===== config.mk =====
export PLATFORM = sky130hd
export DESIGN_NAME = bgr_burst_gate
export DESIGN_NICKNAME = d
export VERILOG_FILES = /design/src/bgr_pkg.sv /design/src/bgr_burst_gate.sv /design/src/bgr_pulse_former.sv
export VERILOG_INCLUDE_DIRS = /design/src
export SDC_FILE = /design/constraint.sdc
export NUM_CORES = 1
export LEC_CHECK = 0
export BUFFER_PORTS_ARGS = -buffer_cell sky130_fd_sc_hd__buf_4
export CAP_MARGIN = 10
export CORE_ASPECT_RATIO = 1.1
export CORE_MARGIN = 2
export CORE_UTILIZATION = 55
export CTS_CLUSTER_SIZE = 40
export DETAILED_ROUTE_END_ITERATION = 10
export PLACE_DENSITY = 0.79
export SLEW_MARGIN = 0
export SYNTH_ARGS = -nofsm -noshare
export SYNTH_HDL_FRONTEND = slang
export SYNTH_SLANG_ARGS = --single-unit

===== constraint.sdc =====
create_clock -name clk_sys_i -period 6.3 [get_ports clk_sys_i]
set_clock_uncertainty 0.05 [all_clocks]
set_input_delay 0.945 -clock clk_sys_i [delete_from_list [all_inputs] [get_ports clk_sys_i]]
set_output_delay 0.945 -clock clk_sys_i [all_outputs]
set_load 0.01 [all_outputs]

===== src/bgr_regs.svh =====
/*
 * Constants for the burst gate and gain ramp block: timing, channel count and
 * register offsets of the plain register port.
 * Assumes a 25 MHz system clock; included by its bare name.
 */
`ifndef BGR_REGS_SVH
`define BGR_REGS_SVH

`define BGR_CLK_MHZ        25
`define BGR_CHANNELS       8
`define BGR_PULSE1_US      1
`define BGR_PULSE2_US      2
`define BGR_PULSE3_US      3
`define BGR_ADDR_W         4
`define BGR_REG_CTRL       4'h0
`define BGR_REG_STATUS     4'h1
`define BGR_REG_MASK       4'h2
`define BGR_REG_RED        4'h3
`define BGR_CTRL_ALARM_CLR 0

`endif

===== src/bgr_pkg.sv =====
/*
 * Types shared by the burst gate and gain ramp block.
 * Assumes nothing of its surroundings.
 */
package bgr_pkg;
	typedef enum logic [1:0] {
		BGR_GAIN_NONE = 2'b00,
		BGR_GAIN_LOW  = 2'b01,
		BGR_GAIN_MID  = 2'b10,
		BGR_GAIN_HIGH = 2'b11
	} bgr_gain_t;
endpackage : bgr_pkg


===== src/bgr_burst_gate.sv =====
/*
 * Burst gate and gain ramp: selects a carrier, forms narrow drive pulses
 * of the selected gain width, gates them with the timing windows and the
 * per-channel gates, drives amplifier enables and monitors each channel.
 * Assumes carriers, monitor lines and windows arrive asynchronously from
 * pins; controller and register port are on clk_sys_i.
 */
// The implementer's own choices: the register offsets and the address-and-strobe port.
// How it works
// - Exactly one of three carriers is routed, by the carrier select lines.
// - A rising carrier edge gives a positive pulse, a falling edge a negative.
// - Pulse width is 1, 2 or 3 us for gain level 1, 2, 3.
// - Only the pulse former of the asserted gain level is enabled.
// - Pulses pass only while either timing window is active.
// - Each channel drive is the gated pulses ANDed with its channel gate.
// - Positive and negative paths are gated separately, with the same sequencing.
// - All amplifier enables are high whenever either timing window is active.
// - A detected channel malfunction raises the alarm and its red lamp.
// - A red lamp stays on while a window passes without monitored signal.
`timescale 1ns/1ns
`default_nettype none
`include "bgr_regs.svh"

module bgr_burst_gate #(
	parameter int CHANNELS = `BGR_CHANNELS,
	parameter int CLK_MHZ  = `BGR_CLK_MHZ
) (
	input  wire logic                   clk_sys_i,
	input  wire logic                   sys_rst_i,
	input  wire logic                   ce_i,
	input  wire logic [2:0]             carrier_i,
	input  wire logic                   low_carrier_select_i,
	input  wire logic                   mid_carrier_select_i,
	input  wire logic                   high_carrier_select_i,
	input  wire logic [2:0]             gain_select_i,
	input  wire logic                   first_timing_window_i,
	input  wire logic                   second_timing_window_i,
	input  wire logic [CHANNELS-1:0]    channel_gate_i,
	input  wire logic [CHANNELS-1:0]    missing_burst_monitor_i,
	input  wire logic [`BGR_ADDR_W-1:0] reg_addr_i,
	input  wire logic [31:0]            reg_wdata_i,
	input  wire logic                   reg_wr_i,
	input  wire logic                   reg_rd_i,
	output logic      [31:0]            reg_rdata_o,
	output logic      [CHANNELS-1:0]    drive_pos_o,
	output logic      [CHANNELS-1:0]    drive_neg_o,
	output logic      [CHANNELS-1:0]    amp_enable_o,
	output logic      [CHANNELS-1:0]    red_lamp_o,
	output logic      [CHANNELS-1:0]    green_lamp_o,
	output logic                        alarm_o,
	output logic                        irq_o
);
	localparam int CYC_W = 8;
	localparam logic [CYC_W-1:0] W1_CYC = CYC_W'(`BGR_PULSE1_US * CLK_MHZ);
	localparam logic [CYC_W-1:0] W2_CYC = CYC_W'(`BGR_PULSE2_US * CLK_MHZ);
	localparam logic [CYC_W-1:0] W3_CYC = CYC_W'(`BGR_PULSE3_US * CLK_MHZ);

	if (CHANNELS < 1 || CHANNELS > 32 || CLK_MHZ < 1 ||
	    `BGR_PULSE3_US * CLK_MHZ > 255) begin : gen_bad_param
		$error("bgr_burst_gate: unsupported CHANNELS or CLK_MHZ");
	end

	// ------------------------------------------------------------------
	// Input synchronisers
	// ------------------------------------------------------------------
	localparam int SW = 3 + 3 + 2 + CHANNELS;
	logic [SW-1:0] sync1_reg, sync1_next, sync2_reg, sync2_next;

	always_comb begin
		sync1_next = {carrier_i, low_carrier_select_i, mid_carrier_select_i,
		              high_carrier_select_i, first_timing_window_i,
		              second_timing_window_i, missing_burst_monitor_i};
		sync2_next = sync1_reg;
	end

	always_ff @(posedge clk_sys_i or posedge sys_rst_i) begin
		if (sys_rst_i) begin
			sync1_reg <= '0;
			sync2_reg <= '0;
		end else if (ce_i) begin
			sync1_reg <= sync1_next;
			sync2_reg <= sync2_next;
		end
	end

	logic [2:0]          car_s;
	logic [2:0]          fsel_s;
	logic                win_s;
	logic [CHANNELS-1:0] mon_s;
	assign car_s  = sync2_reg[SW-1 -: 3];
	assign fsel_s = sync2_reg[SW-4 -: 3];
	assign win_s  = sync2_reg[CHANNELS+1] | sync2_reg[CHANNELS];
	assign mon_s  = sync2_reg[CHANNELS-1:0];

	function automatic logic onehot3(input logic [2:0] v);
		return (v == 3'b001) || (v == 3'b010) || (v == 3'b100);
	endfunction

	// ------------------------------------------------------------------
	// Carrier select and gain decode
	// ------------------------------------------------------------------
	logic             carrier_sel;
	logic             sel_ok;
	bgr_pkg::bgr_gain_t gain;
	logic [CYC_W-1:0] width_cyc;

	always_comb begin
		sel_ok      = onehot3(fsel_s) && onehot3(gain_select_i);
		carrier_sel = (fsel_s[2] & car_s[0]) | (fsel_s[1] & car_s[1]) |
		              (fsel_s[0] & car_s[2]);
		gain        = bgr_pkg::BGR_GAIN_NONE;
		width_cyc   = '0;
		if (onehot3(gain_select_i)) begin
			unique case (gain_select_i)
				3'b001: begin
					gain      = bgr_pkg::BGR_GAIN_LOW;
					width_cyc = W1_CYC;
				end
				3'b010: begin
					gain      = bgr_pkg::BGR_GAIN_MID;
					width_cyc = W2_CYC;
				end
				3'b100: begin
					gain      = bgr_pkg::BGR_GAIN_HIGH;
					width_cyc = W3_CYC;
				end
				default: begin
					gain      = bgr_pkg::BGR_GAIN_NONE;
					width_cyc = '0;
				end
			endcase
		end
	end

	// ------------------------------------------------------------------
	// Pulse formers, one pair per gain level
	// ------------------------------------------------------------------
	logic [2:0] pf_pos, pf_neg;

	genvar g;
	generate
		for (g = 0; g < 3; g++) begin : gen_pf
			bgr_pulse_former #(.CYC_W(CYC_W)) u_pf (
				.clk_sys_i   (clk_sys_i),
				.sys_rst_i   (sys_rst_i),
				.ce_i        (ce_i),
				.carrier_i   (carrier_sel),
				.enable_i    (sel_ok && gain_select_i[g]),
				.width_cyc_i (width_cyc),
				.pos_pulse_o (pf_pos[g]),
				.neg_pulse_o (pf_neg[g])
			);
		end
	endgenerate

	// ------------------------------------------------------------------
	// Window gating, channel gating and amplifier enables
	// ------------------------------------------------------------------
	logic [CHANNELS-1:0] pos_reg, pos_next, neg_reg, neg_next, en_reg, en_next;
	logic                gated_pos, gated_neg;

	always_comb begin
		gated_pos = win_s && sel_ok && (|pf_pos);
		gated_neg = win_s && sel_ok && (|pf_neg);
		pos_next  = {CHANNELS{gated_pos}} & channel_gate_i;
		neg_next  = {CHANNELS{gated_neg}} & channel_gate_i;
		en_next   = {CHANNELS{win_s}};
	end

	always_ff @(posedge clk_sys_i or posedge sys_rst_i) begin
		if (sys_rst_i) begin
			pos_reg <= '0;
			neg_reg <= '0;
			en_reg  <= '0;
		end else if (ce_i) begin
			pos_reg <= pos_next;
			neg_reg <= neg_next;
			en_reg  <= en_next;
		end
	end

	// ------------------------------------------------------------------
	// Channel monitor: a window with no monitored signal lights red
	// ------------------------------------------------------------------
	logic [CHANNELS-1:0] seen_reg, seen_next, red_reg, red_next, green_reg, green_next;
	logic [CHANNELS-1:0] stat_reg, stat_next, mask_reg, mask_next;
	logic                win_d_reg, win_d_next;
	logic [31:0]         rdata_reg, rdata_next;
	logic                alarm_reg, alarm_next, irq_reg, irq_next;
	logic                win_end;

	always_comb begin
		win_d_next = win_s;
		win_end    = win_d_reg && !win_s;
		seen_next  = seen_reg;
		red_next   = red_reg;
		stat_next  = stat_reg;
		mask_next  = mask_reg;
		rdata_next = '0;
		if (win_s) begin
			seen_next = seen_reg | mon_s;
		end
		if (reg_wr_i && reg_addr_i == `BGR_REG_MASK) begin
			mask_next = reg_wdata_i[CHANNELS-1:0];
		end
		if (reg_rd_i) begin
			unique case (reg_addr_i)
				`BGR_REG_CTRL:   rdata_next = 32'(gain);
				`BGR_REG_STATUS: rdata_next = 32'(stat_reg);
				`BGR_REG_MASK:   rdata_next = 32'(mask_reg);
				`BGR_REG_RED:    rdata_next = 32'(red_reg);
				default:         rdata_next = '0;
			endcase
			if (reg_addr_i == `BGR_REG_STATUS) begin
				stat_next = '0;
			end
		end
		if (win_end) begin
			red_next  = ~seen_reg;
			stat_next = stat_next | ~seen_reg;
			seen_next = '0;
		end
		alarm_next = |red_next;
		green_next = ~red_next;
		irq_next   = |(stat_next & mask_next);
	end

	always_ff @(posedge clk_sys_i or posedge sys_rst_i) begin
		if (sys_rst_i) begin
			win_d_reg <= 1'b0;
			seen_reg  <= '0;
			red_reg   <= '0;
			green_reg <= '1;
			stat_reg  <= '0;
			mask_reg  <= '0;
			rdata_reg <= '0;
			alarm_reg <= 1'b0;
			irq_reg   <= 1'b0;
		end else if (ce_i) begin
			win_d_reg <= win_d_next;
			seen_reg  <= seen_next;
			red_reg   <= red_next;
			green_reg <= green_next;
			stat_reg  <= stat_next;
			mask_reg  <= mask_next;
			rdata_reg <= rdata_next;
			alarm_reg <= alarm_next;
			irq_reg   <= irq_next;
		end
	end

	assign drive_pos_o  = pos_reg;
	assign drive_neg_o  = neg_reg;
	assign amp_enable_o = en_reg;
	assign red_lamp_o   = red_reg;
	assign green_lamp_o = green_reg;
	assign alarm_o      = alarm_reg;
	assign irq_o        = irq_reg;
	assign reg_rdata_o  = rdata_reg;

	// ------------------------------------------------------------------
	// Assertions
	// ------------------------------------------------------------------
	property p_pos_needs_window;
		@(posedge clk_sys_i) disable iff (sys_rst_i)
		ce_i && !win_s && !$past(win_s) |=> drive_pos_o == '0;
	endproperty
	a_pos_needs_window: assert property (p_pos_needs_window) else $error("pulse outside window");

	property p_drive_in_gate;
		@(posedge clk_sys_i) disable iff (sys_rst_i)
		ce_i |=> ((drive_pos_o | drive_neg_o) & ~$past(channel_gate_i)) == '0;
	endproperty
	a_drive_in_gate: assert property (p_drive_in_gate) else $error("drive without gate");

	property p_enable_follows;
		@(posedge clk_sys_i) disable iff (sys_rst_i)
		ce_i |=> amp_enable_o == {CHANNELS{$past(win_s)}};
	endproperty
	a_enable_follows: assert property (p_enable_follows) else $error("enable mismatch");

	property p_no_sel_no_drive;
		@(posedge clk_sys_i) disable iff (sys_rst_i)
		ce_i && !sel_ok |=> (drive_pos_o | drive_neg_o) == '0;
	endproperty
	a_no_sel_no_drive: assert property (p_no_sel_no_drive) else $error("drive unselected");

	property p_one_former;
		@(posedge clk_sys_i) disable iff (sys_rst_i)
		ce_i |=> $onehot0(pf_pos | pf_neg) &&
		         ((pf_pos | pf_neg) & ~$past(gain_select_i)) == 3'b000;
	endproperty
	a_one_former: assert property (p_one_former) else $error("several formers");

	property p_pos_rise;
		@(posedge clk_sys_i) disable iff (sys_rst_i)
		ce_i && sel_ok && $rose(carrier_sel) ##1 ce_i && sel_ok |-> |pf_pos;
	endproperty
	a_pos_rise: assert property (p_pos_rise) else $error("no pulse on rise");

	property p_width_low;
		@(posedge clk_sys_i) disable iff (sys_rst_i)
		gain_select_i == 3'b001 |-> width_cyc == W1_CYC;
	endproperty
	a_width_low: assert property (p_width_low) else $error("wrong width");

	property p_red_on_miss;
		@(posedge clk_sys_i) disable iff (sys_rst_i)
		ce_i && win_end && !seen_reg[0] |=> red_lamp_o[0] && alarm_o;
	endproperty
	a_red_on_miss: assert property (p_red_on_miss) else $error("missed alarm");

	property p_carrier_route;
		@(posedge clk_sys_i) disable iff (sys_rst_i)
		fsel_s == 3'b100 |-> carrier_sel == car_s[0];
	endproperty
	a_carrier_route: assert property (p_carrier_route) else $error("wrong carrier");

	c_pos_drive: cover property (@(posedge clk_sys_i) disable iff (sys_rst_i) |drive_pos_o);
	c_neg_drive: cover property (@(posedge clk_sys_i) disable iff (sys_rst_i) |drive_neg_o);
	c_alarm:     cover property (@(posedge clk_sys_i) disable iff (sys_rst_i) $rose(alarm_o));
	c_irq:       cover property (@(posedge clk_sys_i) disable iff (sys_rst_i) $rose(irq_o));

endmodule : bgr_burst_gate
`default_nettype wire


===== src/bgr_pulse_former.sv =====
/*
 * One-shot pulse former: a pulse of the selected width after each rising
 * edge (positive path) and each falling edge (negative path) of the carrier.
 * Assumes a carrier already synchronised to clk_sys_i.
 */
`timescale 1ns/1ns
`default_nettype none
`include "bgr_regs.svh"

module bgr_pulse_former #(
	parameter int CYC_W = 8
) (
	input  wire logic                 clk_sys_i,
	input  wire logic                 sys_rst_i,
	input  wire logic                 ce_i,
	input  wire logic                 carrier_i,
	input  wire logic                 enable_i,
	input  wire logic [CYC_W-1:0]     width_cyc_i,
	output logic                      pos_pulse_o,
	output logic                      neg_pulse_o
);
	logic             carrier_d_reg, carrier_d_next;
	logic [CYC_W-1:0] pos_cnt_reg, pos_cnt_next;
	logic [CYC_W-1:0] neg_cnt_reg, neg_cnt_next;

	if (CYC_W < 2 || CYC_W > 16) begin : gen_bad_width
		$error("bgr_pulse_former: unsupported CYC_W");
	end

	always_comb begin
		carrier_d_next = carrier_i;
		pos_cnt_next   = pos_cnt_reg;
		neg_cnt_next   = neg_cnt_reg;
		if (pos_cnt_reg != '0) begin
			pos_cnt_next = pos_cnt_reg - 1'b1;
		end
		if (neg_cnt_reg != '0) begin
			neg_cnt_next = neg_cnt_reg - 1'b1;
		end
		if (!enable_i) begin
			pos_cnt_next = '0;
			neg_cnt_next = '0;
		end else if (carrier_i && !carrier_d_reg) begin
			pos_cnt_next = width_cyc_i;
		end else if (!carrier_i && carrier_d_reg) begin
			neg_cnt_next = width_cyc_i;
		end
	end

	always_ff @(posedge clk_sys_i or posedge sys_rst_i) begin
		if (sys_rst_i) begin
			carrier_d_reg <= 1'b0;
			pos_cnt_reg   <= '0;
			neg_cnt_reg   <= '0;
		end else if (ce_i) begin
			carrier_d_reg <= carrier_d_next;
			pos_cnt_reg   <= pos_cnt_next;
			neg_cnt_reg   <= neg_cnt_next;
		end
	end

	assign pos_pulse_o = (pos_cnt_reg != '0);
	assign neg_pulse_o = (neg_cnt_reg != '0);

endmodule : bgr_pulse_former
`default_nettype wire


==> results.md <==
- Synthesized area: 7776 um^2
- CTS tree: yes
- Placed inst area: 8418 um^2
- Max Freq: 325.0 MHz
- Max IR drop VDD: 0.2441 mV
- Crit path DAT: 3.37 ns
- Share of cells above drive strength 1: 23.54%
- Routed len/inst: 17.84 um
- Core Region: 13790 um^2
- Run status: finished, final reports clean
- Vias after detailed routing: 6319
- Clock-pin slew on the worst setup and hold paths: 0.06 ns
- Fin worst setup slack: 3.223 ns
- Fin. max-slew vios: 0
- Effective utilization at floorplan: 56.37%
- CP endpoint kind: flip-flop
- Vias in the first global route: 6103
- IO Pins: 142
- Minimum clock period: 3.077 ns
- Vias/cell: 6.064
- Post-synth ARST share: 100.0%
- Final Hold Viols: 0
- Final worst path period share: 48.84%
- Die Ht: 128.7 um
- Max_slew headroom: 22.54%
- Routability cong.: 0.9072
- Htree depth: 4
- Worst r2r dst: drive_neg_o[6]
- Gr ovfl total: 0
- Most used cell, CP: buf_4
- Die W: 117.4 um
- Setup violations, final: 0
- Yosys warns: 0
- Largest net degree at the start of global routing: 80
- Synth Instances: 775
- RSZ-0062 raised after global routing: false
- Worst hold slack: 0.4381 ns
- Worst r2r path cells: 7
- Initial drt markers: 595
- Syn avg cell area: 10.03 um^2
- Post-CTS Resized: 0
- CP cell instances: buf_4, clkinv_1, buf_4, nor4_1, a21oi_1, o2bb2ai_1
- Nets: 921
- Finished Cell Area: 8940 um^2
- Worst path slowest cell: clkinv_1
- First drt pass iteration count: 5
- Placed wire-length estimate: 12.78 mm
- Setup TNS: 0 ns
- Hold buffers post-CTS: 0
- EDFF count, synth: 0
- Full die area: 15110 um^2
- Worst Path Required: 6.59 ns
- Placement Setup Slack: 2.794 ns
- Worst setup path end: gen_pf[2].u_pf.neg_cnt_reg[5]
- CP Launch Point: ce_i
- FF-to-FF Start: gen_pf[1].u_pf.neg_cnt_reg[0]
- Synth unique cells: 71
- Total setup buffers inserted after CTS: 0
- Max incr delay on CP: 0.61 ns
- Total Routing Usage GR: 24.99%
- CP Launch Type: input port
- Total power: 3.000 mW
- Initial antenna violation count: 0
- Register-to-register setup slack: 3.72 ns
- Final WL: 18.59 mm
- Seq/Total Area, Yosys: 47.76%
- Hold Path Class: flip-flop to flip-flop
- Ant diodes: 0
- CTS sink cnt: 148
- Longest Clk Path Bufs: 2
- Synthesized flop and latch total: 148
- IO buf count: 93
- First-pass GRT wire length: 30.44 mm
- CTS root buf: clkbuf_16
- Num CTS Buffers: 17
- CP Class: input port to flip-flop
- DRC violations left: 0
- DRT antenna net count: 0
- Power per cell area: 335.6 nW/um^2
- Clk Latency, worst-skew pair: 0.42 ns
- Synth-to-Final Area Change: 14.96%
- Leak: 4.033 nW
- Worst Tran Pin Value: 1.157 ns
- Synth Flop Type: dfrtp_1
- Crit-path max FO: 60
- Maxcap violations: 0
- Std-Cell Rows: 45
## critical path, delay by kind of cell
kind,cells,cell delay [ns]
buffers and inverters,3,1.58
AND/OR/NAND/NOR,1,0.57
AO/OA/AOI/OAI,2,0.25
## how the worst min path moves through the flow
stage | endpoint | slack [ns] | cells past startpoint | startpoint
2_1_floorplan | gen_pf[0].u_pf.neg_cnt_reg[7] | 0.40 | 1 | gen_pf[0].u_pf.neg_cnt_reg[7]
3_3_place_gp | gen_pf[0].u_pf.neg_cnt_reg[7] | 0.42 | 1 | gen_pf[0].u_pf.neg_cnt_reg[7]
3_5_place_dp | drive_pos_o[3] | 0.42 | 1 | drive_pos_o[3]
4_1_cts | gen_pf[0].u_pf.neg_cnt_reg[7] | 0.44 | 1 | gen_pf[0].u_pf.neg_cnt_reg[7]
5_1_grt | reg_rdata_o[0] | 0.46 | 1 | reg_rdata_o[0]
6_report | green_lamp_o[5] | 0.44 | 2 | green_lamp_o[5]
## placed cells by master (no fill, tap or decap), types with 22 or more instances in the layout
master | synthesis | routed
a21oi_1 | 45 | 45
conb_1 | 1 | 24
nor2_1 | 45 | 45
o2bb2ai_1 | 36 | 36
nand2_1 | 69 | 69
inv_1 | 23 | 22
buf_4 | 35 | 99
nor3_1 | 22 | 22
dfrtp_1 | 140 | 140
mux2_2 | 47 | 47
o21ai_0 | 58 | 58
## kinds of logic after synthesis
kind of cell,synth area share [%]
buf+inv,6.661
compound gates,21.79
fa+ha+maj,1.931
flops,47.76
other cells,0.04822
simple gates,13.27
mux,7.868
xor+xnor,0.6758
## Yosys cell counts, drive strengths merged (12+ instances only)
cell type | n | area share (%)
dfrtp | 140 | 45
nand2 | 69 | 3.3
o21ai | 64 | 4.1
mux2 | 47 | 6.8
a21oi | 45 | 2.9
nor2 | 45 | 2.2
buf | 41 | 3.8
o2bb2ai | 36 | 4.1
clkbuf | 34 | 1.7
inv | 23 | 1.1
nor3 | 22 | 1.4
nand3 | 17 | 1.1
a31oi | 12 | 0.97
ha | 12 | 1.9
o31ai | 12 | 1.5
## where the power goes
group	internal, mW	switching [mW]
clock	0.502	0.400
combinational	0.362	0.470
sequential	1.11	0.156
total	1.97	1.03
## per-stage QoR
| stage | instances | utilization (%) |
|---|---|---|
| floorplan | 798 | - |
| global placement | 1010 | 61.02 |
| detailed placement | 1010 | 61.02 |
| CTS | 1042 | 64.81 |
| global route | 1042 | 64.81 |
| finish | 1042 | 64.81 |
## metal layers
layer / GRT usage (%) / up-vias / part of all wire (%)
met1: 32.62 / 3142 / 44
li1: - / 2940 / -
met2: 42.48 / 213 / 50
met4: 9.072 / 0 / 1.7
met5: 0 / - / 0
met3: 4.344 / 24 / 4.3
## cell type report
class                      instances  area [um^2]
clock inverter                    12        85.08
sequential                       148         3714
tap                              188        235.2
timing repair buffer              99        743.2
fill                            1108         4855
multi-input combinational        551         3631
inverter                          24        95.09
clock buffer                      20        436.7
Power figures use the tool's default switching activity.
